File: src/inc/tsp_pkg.sv
/*
 Register map, field positions, reset values and status bits of the timed serdes I/O port.
 Assumes an AXI4-Lite master with 32-bit data; every register is one aligned word.
*/
package tsp_pkg;
   // ------------------------------------------------------------
   // Register byte offsets
   // ------------------------------------------------------------
   localparam logic [7:0] OFS_CTRL    = 8'h00;
   localparam logic [7:0] OFS_DATA    = 8'h04;
   localparam logic [7:0] OFS_COND    = 8'h08;
   localparam logic [7:0] OFS_TIME    = 8'h0C;
   localparam logic [7:0] OFS_COUNT   = 8'h10;
   localparam logic [7:0] OFS_TSTAMP  = 8'h14;
   localparam logic [7:0] OFS_CLKDIV  = 8'h18;
   localparam logic [7:0] OFS_CLKSRC  = 8'h1C;
   localparam logic [7:0] OFS_IRQSTAT = 8'h20;
   localparam logic [7:0] OFS_IRQMASK = 8'h24;
   localparam logic [7:0] OFS_STATUS  = 8'h28;

   // ------------------------------------------------------------
   // Control fields
   // ------------------------------------------------------------
   localparam int CTRL_W        = 12;
   localparam int CB_EN         = 0;
   localparam int CB_DIR_OUT    = 1;
   localparam int CB_OPEN_COLL  = 2;
   localparam int CB_COND_EN    = 3;
   localparam int CB_COND_NEQ   = 4;
   localparam int CB_SERIAL     = 5;
   localparam int CB_SEL_LO     = 6;
   localparam int CB_SEL_HI     = 8;
   localparam int CB_STRB_IN    = 9;
   localparam int CB_STRB_OUT   = 10;
   localparam logic [CTRL_W-1:0] CTRL_RST = 12'h000;

   // ------------------------------------------------------------
   // Clock blocks
   // ------------------------------------------------------------
   localparam int NUM_CB        = 6;
   localparam int DIV_W         = 6;
   localparam logic [29:0] CLKDIV_RST = 30'h0000_0000;
   localparam logic [4:0]  CLKSRC_RST = 5'h00;
   localparam real REF_CLK_MHZ  = 100.0;
   localparam real SYS_CLK_MHZ  = 25.0;

   // ------------------------------------------------------------
   // Interrupt bits, status bits, counter
   // ------------------------------------------------------------
   localparam int IB_XFER       = 0;
   localparam int IB_COND       = 1;
   localparam int IRQ_W         = 2;
   localparam int SB_RX_VALID   = 0;
   localparam int SB_TX_PEND    = 1;
   localparam int SB_SHIFTING   = 2;
   localparam int CNT_W         = 16;

   localparam logic [1:0] RESP_OKAY   = 2'b00;
   localparam logic [1:0] RESP_SLVERR = 2'b10;
endpackage

File: src/hdl/tsp_port.sv
/*
 Timed serdes I/O port: one port of WIDTH pins with transfer register, serdes,
 16-bit port counter, timestamp, conditional input, open-collector output,
 strobes, six clock blocks and an AXI4-Lite register slave.
 Assumes all inputs are synchronous to clk; pin wires are resolved outside
 from pin_out and pin_oe.
*/
// Contract
// (RULE1) Ports are 1, 4, 8, 16 or 32 bits
// (RULE2) All pins of a port share direction
// (RULE3) Drive pins, or sample with optional condition
// (RULE4) Each port access completes in one cycle
// (RULE5) Open collector: zero drives low, one floats
// (RULE6) Data passes serdes and transfer register; parallel mode (CB_SERIAL clear) bypasses the serdes
// (RULE7) 16-bit counter times the transfer
// (RULE8) Counter readable any time, delays operations
// (RULE9) Each transfer captures counter as timestamp
// (RULE10) Enabled link disables shared port pins
// (RULE11) Narrower enabled port overrides wider port pins
// (RULE12) Port always transfers at full width
// (RULE13) Six clock blocks, block 0 reference
// (RULE14) Clock block may use 1-bit port
// (RULE15) Inbound strobe qualifies, outbound strobe accompanies
// (RULE16) After reset port uses clock block 0
// (RULE17) Counter steps per clock tick, wraps
// (RULE18) Conditional input completion raises core event
module tsp_port #(
   parameter int WIDTH = 32
) (
   input  wire logic             clk,
   input  wire logic             rst,
   input  wire logic [7:0]       s_axi_awaddr,
   input  wire logic             s_axi_awvalid,
   output logic                  s_axi_awready,
   input  wire logic [31:0]      s_axi_wdata,
   input  wire logic [3:0]       s_axi_wstrb,
   input  wire logic             s_axi_wvalid,
   output logic                  s_axi_wready,
   output logic [1:0]            s_axi_bresp,
   output logic                  s_axi_bvalid,
   input  wire logic             s_axi_bready,
   input  wire logic [7:0]       s_axi_araddr,
   input  wire logic             s_axi_arvalid,
   output logic                  s_axi_arready,
   output logic [31:0]           s_axi_rdata,
   output logic [1:0]            s_axi_rresp,
   output logic                  s_axi_rvalid,
   input  wire logic             s_axi_rready,
   input  wire logic [WIDTH-1:0] pin_in,
   output logic [WIDTH-1:0]      pin_out,
   output logic [WIDTH-1:0]      pin_oe,
   input  wire logic [WIDTH-1:0] pin_taken,
   input  wire logic             link_en,
   input  wire logic             ext_clk_in,
   input  wire logic             inbound_strobe,
   output logic                  outbound_strobe,
   output logic                  port_event,
   output logic                  irq
);
   localparam int CW = tsp_pkg::CTRL_W;
   localparam int DW = tsp_pkg::DIV_W;
   localparam int NB = tsp_pkg::NUM_CB;
   localparam int TW = tsp_pkg::CNT_W;
   localparam logic [5:0] WIDTH_BITS = 6'(WIDTH);

   typedef struct packed {
      logic [CW-1:0]                ctrl;
      logic [WIDTH-1:0]             cond_val;
      logic [TW-1:0]                time_val;
      logic                         time_armed;
      logic [29:0]                  clk_div;
      logic [4:0]                   clk_src;
      logic [NB-2:0][DW-1:0]        div_cnt;
      logic                         ext_prev;
      logic [tsp_pkg::IRQ_W-1:0]    irq_mask;
      logic [tsp_pkg::IRQ_W-1:0]    irq_stat;
      logic [WIDTH-1:0]             xfer_tx;
      logic                         tx_pend;
      logic [WIDTH-1:0]             xfer_rx;
      logic                         rx_valid;
      logic [WIDTH-1:0]             serdes;
      logic [5:0]                   bit_cnt;
      logic                         shifting;
      logic [WIDTH-1:0]             pin_val;
      logic [TW-1:0]                cnt;
      logic [TW-1:0]                tstamp;
      logic                         out_strobe;
      logic                         ev;
      logic                         aw_got;
      logic                         w_got;
      logic [7:0]                   awaddr;
      logic [31:0]                  wdata;
      logic [3:0]                   wstrb;
      logic                         bvalid;
      logic [1:0]                   bresp;
      logic                         rvalid;
      logic [31:0]                  rdata;
      logic [1:0]                   rresp;
   } tsp_state_t;

   tsp_state_t state_ff;
   tsp_state_t nxt_state;
   logic [NB-1:0]    cb_tick;
   logic             port_tick;
   logic [WIDTH-1:0] pin_mask;
   logic             time_ok;

   // ------------------------------------------------------------
   // Functions
   // ------------------------------------------------------------
   function automatic logic [31:0] merge_strb(input logic [31:0] old_v,
                                              input logic [31:0] new_v,
                                              input logic [3:0]  strb);
      logic [31:0] r;
      r = old_v;
      for (int b = 0; b < 4; b++) begin
         if (strb[b]) begin
            r[b*8 +: 8] = new_v[b*8 +: 8];
         end
      end
      return r;
   endfunction

   function automatic logic cond_met(input logic [WIDTH-1:0] v,
                                     input logic [CW-1:0]    c,
                                     input logic [WIDTH-1:0] ref_v);
      logic eq;
      eq = (v == ref_v);
      return !c[tsp_pkg::CB_COND_EN] || (c[tsp_pkg::CB_COND_NEQ] ? !eq : eq);
   endfunction

   // ------------------------------------------------------------
   // Pin drive
   // ------------------------------------------------------------
   logic dir_out;
   logic open_coll;
   assign dir_out   = state_ff.ctrl[tsp_pkg::CB_EN] && state_ff.ctrl[tsp_pkg::CB_DIR_OUT];
   assign open_coll = state_ff.ctrl[tsp_pkg::CB_OPEN_COLL];
   assign pin_mask  = link_en ? '0 : ~pin_taken; // RULE10 RULE11
   assign pin_out   = open_coll ? '0 : state_ff.pin_val; // RULE5
   assign pin_oe    = dir_out ? (pin_mask & (open_coll ? ~state_ff.pin_val : '1)) : '0; // RULE2

   assign s_axi_awready   = !state_ff.aw_got && !state_ff.bvalid;
   assign s_axi_wready    = !state_ff.w_got && !state_ff.bvalid;
   assign s_axi_arready   = !state_ff.rvalid;
   assign s_axi_bvalid    = state_ff.bvalid;
   assign s_axi_bresp     = state_ff.bresp;
   assign s_axi_rvalid    = state_ff.rvalid;
   assign s_axi_rdata     = state_ff.rdata;
   assign s_axi_rresp     = state_ff.rresp;
   assign outbound_strobe = state_ff.out_strobe;
   assign port_event      = state_ff.ev;
   assign irq             = |(state_ff.irq_stat & state_ff.irq_mask);
   assign time_ok = !state_ff.time_armed || (state_ff.cnt == state_ff.time_val); // RULE7

   // ------------------------------------------------------------
   // Next state
   // ------------------------------------------------------------
   always_comb begin
      tsp_state_t               q;
      logic [tsp_pkg::IRQ_W-1:0] ev_set;
      logic [WIDTH-1:0]         sampled;
      logic [WIDTH-1:0]         word;
      logic                     word_rdy;
      logic                     src_ev;
      logic [DW-1:0]            div_v;
      logic [2:0]               sel;
      logic [31:0]              rd;
      logic                     hit;
      q        = state_ff;
      nxt_state = state_ff;
      ev_set   = '0;
      sampled  = pin_in & pin_mask; // RULE12
      word     = sampled;
      word_rdy = 1'b0;
      rd       = '0;
      hit      = 1'b1;
      src_ev   = 1'b0;
      div_v    = '0;
      sel      = '0;
      nxt_state.out_strobe = 1'b0;
      nxt_state.ev         = 1'b0;
      nxt_state.ext_prev   = ext_clk_in;

      // Clock blocks: block 0 ticks every cycle, others divide clk or the pin
      cb_tick[0] = 1'b1; // RULE13
      for (int k = 1; k < NB; k++) begin
         src_ev = q.clk_src[k-1] ? (ext_clk_in && !q.ext_prev) : 1'b1; // RULE14
         div_v  = q.clk_div[(k-1)*DW +: DW];
         cb_tick[k] = 1'b0;
         if (src_ev) begin
            if (q.div_cnt[k-1] >= div_v) begin
               cb_tick[k] = 1'b1;
               nxt_state.div_cnt[k-1] = '0;
            end else begin
               nxt_state.div_cnt[k-1] = q.div_cnt[k-1] + 1'b1;
            end
         end
      end
      sel = q.ctrl[tsp_pkg::CB_SEL_HI:tsp_pkg::CB_SEL_LO];
      port_tick = (sel < 3'(NB)) ? cb_tick[sel] : 1'b0;

      // Read channel; reading DATA frees the transfer register
      if (s_axi_arvalid && !q.rvalid) begin // RULE4
         if (s_axi_araddr == tsp_pkg::OFS_CTRL) begin
            rd = 32'(q.ctrl);
         end else if (s_axi_araddr == tsp_pkg::OFS_DATA) begin
            rd = 32'(q.xfer_rx);
            nxt_state.rx_valid = 1'b0;
         end else if (s_axi_araddr == tsp_pkg::OFS_COND) begin
            rd = 32'(q.cond_val);
         end else if (s_axi_araddr == tsp_pkg::OFS_TIME) begin
            rd = 32'(q.time_val);
         end else if (s_axi_araddr == tsp_pkg::OFS_COUNT) begin
            rd = 32'(q.cnt); // RULE8
         end else if (s_axi_araddr == tsp_pkg::OFS_TSTAMP) begin
            rd = 32'(q.tstamp);
         end else if (s_axi_araddr == tsp_pkg::OFS_CLKDIV) begin
            rd = 32'(q.clk_div);
         end else if (s_axi_araddr == tsp_pkg::OFS_CLKSRC) begin
            rd = 32'(q.clk_src);
         end else if (s_axi_araddr == tsp_pkg::OFS_IRQSTAT) begin
            rd = 32'(q.irq_stat);
         end else if (s_axi_araddr == tsp_pkg::OFS_IRQMASK) begin
            rd = 32'(q.irq_mask);
         end else if (s_axi_araddr == tsp_pkg::OFS_STATUS) begin
            rd = 32'({q.shifting, q.tx_pend, q.rx_valid});
         end else begin
            hit = 1'b0;
         end
         nxt_state.rvalid = 1'b1;
         nxt_state.rdata  = rd;
         nxt_state.rresp  = hit ? tsp_pkg::RESP_OKAY : tsp_pkg::RESP_SLVERR;
      end else if (q.rvalid && s_axi_rready) begin
         nxt_state.rvalid = 1'b0;
      end

      // Port engine
      if (port_tick) begin
         nxt_state.cnt = q.cnt + 1'b1; // RULE17
      end
      if (q.ctrl[tsp_pkg::CB_EN] && port_tick) begin
         if (q.ctrl[tsp_pkg::CB_DIR_OUT]) begin
            if (q.shifting) begin
               nxt_state.pin_val    = {q.pin_val[WIDTH-1:1 % WIDTH], q.serdes[0]};
               nxt_state.serdes     = q.serdes >> 1; // RULE6
               nxt_state.bit_cnt    = q.bit_cnt - 1'b1;
               nxt_state.shifting   = (q.bit_cnt != 6'h01);
               nxt_state.out_strobe = q.ctrl[tsp_pkg::CB_STRB_OUT]; // RULE15
            end else if (q.tx_pend && time_ok) begin // RULE7
               if (q.ctrl[tsp_pkg::CB_SERIAL]) begin
                  nxt_state.serdes   = q.xfer_tx;
                  nxt_state.bit_cnt  = WIDTH_BITS;
                  nxt_state.shifting = 1'b1;
               end else begin
                  nxt_state.pin_val    = q.xfer_tx; // RULE3
                  nxt_state.out_strobe = q.ctrl[tsp_pkg::CB_STRB_OUT]; // RULE15
               end
               nxt_state.tx_pend    = 1'b0;
               nxt_state.tstamp     = q.cnt; // RULE9
               nxt_state.time_armed = 1'b0;
               ev_set[tsp_pkg::IB_XFER] = 1'b1;
            end
         end else if (!q.ctrl[tsp_pkg::CB_STRB_IN] || inbound_strobe) begin // RULE15
            if (q.ctrl[tsp_pkg::CB_SERIAL]) begin
               word = WIDTH'({sampled[0], q.serdes} >> 1); // RULE6
               nxt_state.serdes = word;
               if (q.bit_cnt == WIDTH_BITS - 6'h01) begin
                  nxt_state.bit_cnt = '0;
                  word_rdy = 1'b1;
               end else begin
                  nxt_state.bit_cnt = q.bit_cnt + 1'b1;
               end
            end else begin
               word_rdy = 1'b1;
            end
            if (word_rdy && time_ok && cond_met(word, q.ctrl, q.cond_val)) begin // RULE3
               nxt_state.xfer_rx    = word; // RULE1
               nxt_state.rx_valid   = 1'b1;
               nxt_state.tstamp     = q.cnt; // RULE9
               nxt_state.time_armed = 1'b0;
               ev_set[tsp_pkg::IB_XFER] = 1'b1;
               if (q.ctrl[tsp_pkg::CB_COND_EN]) begin
                  ev_set[tsp_pkg::IB_COND] = 1'b1;
                  nxt_state.ev = 1'b1; // RULE18
               end
            end
         end
      end

      // Write channel: both halves latched, then applied
      if (s_axi_awvalid && s_axi_awready) begin
         nxt_state.aw_got = 1'b1;
         nxt_state.awaddr = s_axi_awaddr;
      end
      if (s_axi_wvalid && s_axi_wready) begin
         nxt_state.w_got = 1'b1;
         nxt_state.wdata = s_axi_wdata;
         nxt_state.wstrb = s_axi_wstrb;
      end
      if (q.aw_got && q.w_got) begin // RULE4
         nxt_state.aw_got = 1'b0;
         nxt_state.w_got  = 1'b0;
         nxt_state.bvalid = 1'b1;
         nxt_state.bresp  = tsp_pkg::RESP_OKAY;
         if (q.awaddr == tsp_pkg::OFS_CTRL) begin
            nxt_state.ctrl = CW'(merge_strb(32'(q.ctrl), q.wdata, q.wstrb));
         end else if (q.awaddr == tsp_pkg::OFS_DATA) begin
            nxt_state.xfer_tx = WIDTH'(merge_strb(32'(q.xfer_tx), q.wdata, q.wstrb));
            nxt_state.tx_pend = 1'b1;
         end else if (q.awaddr == tsp_pkg::OFS_COND) begin
            nxt_state.cond_val = WIDTH'(merge_strb(32'(q.cond_val), q.wdata, q.wstrb));
         end else if (q.awaddr == tsp_pkg::OFS_TIME) begin
            nxt_state.time_val   = TW'(merge_strb(32'(q.time_val), q.wdata, q.wstrb));
            nxt_state.time_armed = 1'b1; // RULE8
         end else if (q.awaddr == tsp_pkg::OFS_CLKDIV) begin
            nxt_state.clk_div = 30'(merge_strb(32'(q.clk_div), q.wdata, q.wstrb));
         end else if (q.awaddr == tsp_pkg::OFS_CLKSRC) begin
            nxt_state.clk_src = 5'(merge_strb(32'(q.clk_src), q.wdata, q.wstrb));
         end else if (q.awaddr == tsp_pkg::OFS_IRQSTAT) begin
            nxt_state.irq_stat = q.irq_stat & ~q.wdata[tsp_pkg::IRQ_W-1:0];
         end else if (q.awaddr == tsp_pkg::OFS_IRQMASK) begin
            nxt_state.irq_mask = q.wdata[tsp_pkg::IRQ_W-1:0];
         end else if (q.awaddr == tsp_pkg::OFS_COUNT || q.awaddr == tsp_pkg::OFS_TSTAMP ||
                      q.awaddr == tsp_pkg::OFS_STATUS) begin
            nxt_state.bresp = tsp_pkg::RESP_OKAY;
         end else begin
            nxt_state.bresp = tsp_pkg::RESP_SLVERR;
         end
      end else if (q.bvalid && s_axi_bready) begin
         nxt_state.bvalid = 1'b0;
      end

      // Hardware set wins over software clear
      nxt_state.irq_stat = nxt_state.irq_stat | ev_set;
   end

   // ------------------------------------------------------------
   // State register
   // ------------------------------------------------------------
   always_ff @(posedge clk) begin
      if (rst) begin
         state_ff         <= '0;
         state_ff.ctrl    <= tsp_pkg::CTRL_RST; // RULE16
         state_ff.clk_div <= tsp_pkg::CLKDIV_RST;
         state_ff.clk_src <= tsp_pkg::CLKSRC_RST;
      end else begin
         state_ff <= nxt_state;
      end
   end

   // ------------------------------------------------------------
   // Assertions
   // ------------------------------------------------------------
   AST_OPEN_COLL_LOW: assert property (@(posedge clk) disable iff (rst) // RULE5
      open_coll |-> (pin_out == '0) && (pin_oe == (pin_oe & ~state_ff.pin_val)))
      else $error("open collector drove a one");
   AST_LINK_RELEASE: assert property (@(posedge clk) disable iff (rst) // RULE10
      link_en |-> (pin_oe == '0))
      else $error("port drove a pin owned by the link");
   AST_NARROW_WINS: assert property (@(posedge clk) disable iff (rst) // RULE11
      (pin_oe & pin_taken) == '0)
      else $error("port drove a pin taken by a narrower port");
   AST_INPUT_NO_DRIVE: assert property (@(posedge clk) disable iff (rst) // RULE2
      !dir_out |-> (pin_oe == '0))
      else $error("input port drove its pins");
   AST_COUNT_STEP: assert property (@(posedge clk) disable iff (rst) // RULE17
      port_tick |=> (state_ff.cnt == TW'($past(state_ff.cnt) + 1'b1)))
      else $error("port counter did not step on tick");
   AST_OUT_STAMP: assert property (@(posedge clk) disable iff (rst) // RULE9
      (dir_out && port_tick && state_ff.tx_pend && time_ok && !state_ff.shifting
       && !state_ff.ctrl[tsp_pkg::CB_SERIAL])
      |=> (state_ff.tstamp == $past(state_ff.cnt)) && (state_ff.pin_val == $past(state_ff.xfer_tx)))
      else $error("output transfer lost its timestamp or data");
   AST_READ_ONE_CYCLE: assert property (@(posedge clk) disable iff (rst) // RULE4
      (s_axi_arvalid && s_axi_arready) |=> s_axi_rvalid)
      else $error("read answer not given next cycle");
   AST_READ_HOLD: assert property (@(posedge clk) disable iff (rst) // RULE4
      (s_axi_rvalid && !s_axi_rready) |=> s_axi_rvalid && $stable(s_axi_rdata))
      else $error("read answer dropped or changed before it was taken");
   AST_RESET_BLOCK0: assert property (@(posedge clk) // RULE16
      $past(rst) |-> (state_ff.ctrl[tsp_pkg::CB_SEL_HI:tsp_pkg::CB_SEL_LO] == 3'h0))
      else $error("port not on clock block 0 after reset");
   AST_EVENT_FLAG: assert property (@(posedge clk) disable iff (rst) // RULE18
      port_event |-> state_ff.irq_stat[tsp_pkg::IB_COND] && state_ff.rx_valid)
      else $error("core event without completed conditional input");
endmodule

File: config.mk
export PLATFORM = sky130hd
export DESIGN_NAME = tsp_port
export DESIGN_NICKNAME = d
export VERILOG_FILES = /design/src/inc/tsp_pkg.sv /design/src/hdl/tsp_port.sv
export SDC_FILE = /design/constraint.sdc
export NUM_CORES = 1
export LEC_CHECK = 0
export BUFFER_PORTS_ARGS = -buffer_cell sky130_fd_sc_hd__buf_2
export CAP_MARGIN = 20
export CORE_MARGIN = 2
export CORE_UTILIZATION = 55
export CTS_CLUSTER_SIZE = 14
export DETAILED_ROUTE_END_ITERATION = 12
export GPL_TIMING_DRIVEN = 1
export PLACE_DENSITY = 0.76
export SLEW_MARGIN = 20
export SYNTH_ARGS = -nofsm -noshare
export SYNTH_HDL_FRONTEND = slang
export SYNTH_SLANG_ARGS = --single-unit
File: constraint.sdc
create_clock -name clk -period 3.4 [get_ports clk]
set_input_delay 0.17 -clock clk [delete_from_list [all_inputs] [get_ports clk]]
set_output_delay 0.17 -clock clk [all_outputs]
set_load 0.005 [all_outputs]
==> qor.csv <==
stage,metric,value,unit
global_route,initial antenna violation count,0,
sta,count of final setup violators,0,
sta,fin crit share,98.5,%
sta,Worst-Margin Slew,883,ps
synthesis,Post-synth top flop,dfxtp_1,
clocking,Num Clock Sinks,384,
finish,final net count,2589,
synthesis,dominant cell type by area after synthesis,dfxtp_1,
finish,fraction of layout cells with a size suffix above 1,16.0,%
finish,Register Area,0.00769,mm2
die,Core Footprint,0.0343,mm2
finish,Fill cells,2851,
clocking,CTS tree,done,
die,Die Span Y,190,um
routing,Via density,6.53,
sta,Slew Limit Headroom,41.0,%
clocking,Num CTS Buffers,40,
clocking,Root Buffer,clkbuf_16,
sta,Worst Skew,24.2,ps
synthesis,synth top area cells,"dfxtp_1 (40%), mux2i_1 (6.4%), nand2_1 (5.9%), a21oi_1 (4.5%), nor2_1 (3.5%)",
global_route,vias in the first global route,17200,
die,Die ar.,0.0360,mm2
die,Initial Utilization,55.4,%
finish,fin util,64.9,%
clocking,H-tree depth,2,
worst_setup_path,startpoint types,flip-flop,
synthesis,Async SR Flop Fraction,0,%
global_route,pin count of the biggest net entering global routing,135,
placed_design,DP HPWL,46.2,mm
power,Max VDD drop,0.000343,V
synthesis,Avg Inst Size Synth,8.38,um2
synthesis,"Distinct cells, synth",64,
status,outcome,"finished, final reports clean",
synthesis,most numerous cell in the Yosys netlist,dfxtp_1,
synthesis,synthesized netlist cell count,2266,
die,Cell Rows,68,
sta,final-report max-slew violation count,0,
finish,multi-input logic area,0.0101,mm2
min_path,Hold Path Class,in2reg,
placed_design,Final GP Congestion,0.978,
clocking,Clock Pin Slew Worst Setup and Hold Paths,60,ps
synthesis,#FFs+latches synth,384,
finish,Diodes inserted,0,
global_route,GRT Total Usage,35.2,%
worst_setup_path,crit-path max FO,16,
sta,Max Freq,299,MHz
global_route,"Remaining Overflow, GRT",0,
synthesis,Synth top cells by count,"dfxtp_1 (384), nand2_1 (297), nor2_1 (177)",
worst_setup_path,crit path DAT,3750,ps
synthesis,Synth top area share,40.5,%
worst_setup_path,Crit. End Element,flip-flop,
sta,Setup TNS,0,ps
routing,# DRC,0,
power,total power,9.97,mW
sta,Final min period,3350,ps
global_route,global-route wire length before repair,99.8,mm
power,power density cells,448,mW/mm2
routing,mean routed wirelength per cell,22.7,um
worst_setup_path,CP required,3800,ps
worst_setup_path,kind of critical path,reg2reg,
synthesis,"Warnings, synthesis",0,
job,MaxCap Viol Count,0,
routing,DRT Pass-1 Iters,7,
synthesis,synthesized cell area,0.0190,mm2
power,leakage,8.69,nW
routing,WL final,66.0,mm
sta,endpoints failing hold,0,
die,number of placed I/O pins,234,
placed_design,port buffer count,231,
synthesis,"EDFF count, synth",0,
die,DIE WIDTH,190,um
clocking,Worst-Skew Late Latency,560,ps
routing,"antenna viol nets, final",0,
synthesis,post-synthesis sequential area ratio,40.5,%
routing,routed via count,19000,
routing,DRT iter0 DRCs,2611,
finish,Layout area overhead,17.2,%
clocking,Max Buffers Root-to-Sink,3,
==> cells in the final DEF (no fill, tap or decap), types with 14 or more instances in the layout <==
cell type / netlist / routed
nor2_1: 177 / 174
a222oi_1: 17 / 17
a31oi_1: 39 / 38
inv_1: 70 / 70
mux2i_1: 122 / 121
nor2b_1: 37 / 36
a32oi_1: 18 / 17
xnor2_1: 33 / 33
nor4_1: 45 / 44
o21ai_0: 38 / 36
buf_4: 39 / 52
or4_1: 15 / 15
o31ai_1: 48 / 48
a22o_1: 34 / 34
a22oi_1: 22 / 22
a221oi_1: 14 / 14
ha_1: 39 / 39
a211oi_1: 73 / 73
nand3_1: 31 / 31
xor2_1: 28 / 28
nand4_1: 58 / 58
clkbuf_16: 0 / 42
buf_2: 13 / 230
nand2_1: 297 / 297
nor3_1: 48 / 45
a41oi_1: 30 / 30
dfxtp_1: 384 / 381
a21oi_1: 170 / 168
dlygate4sd3_1: 0 / 48
==> final timing paths <==
kind / start / to / slack, ps / cells past startpoint
worst min register to register: s_axi_rdata[2] / s_axi_rdata[2] / 460 / 2
worst min-delay path: pin_taken[14] / state_ff[204] / 20 / 3
worst max-delay path: state_ff[379] / state_ff[216] / 50 / 9
worst max register to register: state_ff[379] / state_ff[216] / 50 / 9
==> cell families (layout without fill, tap and decap cells) <==
family	Yosys count	in the layout	share of synthesized area, %
xor+xnor	61	61	2.81
simple gates	790	790	19.8
buf+inv	297	482	6.85
fa+ha+maj	39	39	2.57
compound gates	561	561	20.3
other cells	1	2	0.0198
mux	133	133	7.08
flops	384	384	40.5
==> repair_timing <==
item,CTS,global route
hold endpoints to repair,47,0
gates resized for setup,0,8
buffers inserted,0,2
hold buffers,48,0
endpoints found under the setup margin,0,53
==> layout make-up <==
class | count | area share [%]
clock buffer | 61 | 5.63
clock inverter | 9 | 0.714
inverter | 71 | 1.20
timing repair buffer | 341 | 9.90
sequential | 384 | 34.6
multi-input combinational | 1586 | 45.4
tap | 455 | 2.56
==> sequential cells by signal (all words and copies together) (netlist names) <==
name / flops
port_event: 1
s_axi_bresp: 1
open_coll: 1
s_axi_rdata: 32
s_axi_rvalid: 1
state_ff: 345
outbound_strobe: 1
s_axi_bvalid: 1
s_axi_rresp: 1
==> through the flow <==
| stage | std cells | area, um2 | hold slack (ps) | worst slack (ps) |
|---|---|---|---|---|
| 3_3_place_gp | 2787 | 20300 | 359 | -64.2 |
| 5_1_grt | 2907 | 22200 | 39.7 | -15.0 |
| 6_report | 2907 | 22200 | 23.4 | 51.3 |
| 2_1_floorplan | 2267 | 19000 | 269 | 630 |
| 3_5_place_dp | 2787 | 20300 | 361 | 30.6 |
| 4_1_cts | 2905 | 22200 | 8.50 | 21.7 |
==> power by group <==
group	total, mW	switching (mW)	internal, mW
Sequential	4.68	0.113	4.57
Clock	4.69	1.85	2.84
Combinational	0.601	0.373	0.228
Total	9.97	2.33	7.64
==> worst max-delay path: stages, from the launching register on <==
cell      delay [ps]
dfxtp_2          330
nor2_2           610
a32oi_1          290
xnor2_1          190
nor4_1           510
nand4_1          310
mux2i_2          330
and4_1           280
buf_4            240
a311oi_1         110
==> per-layer routing <==
metal / vias to the layer above / GRT usage (%) / share of wire (%) / routed length (um)
met1: 8984 / 49.8 / 41 / 26900
li1: 8542 / - / - / -
met5: - / 0 / 0 / 0
met4: 0 / 12.4 / 3.5 / 2320
met3: 147 / 6.84 / 12 / 8140
met2: 1305 / 53.8 / 43 / 28700
No activity file was read; power rests on OpenSTA's default activity.
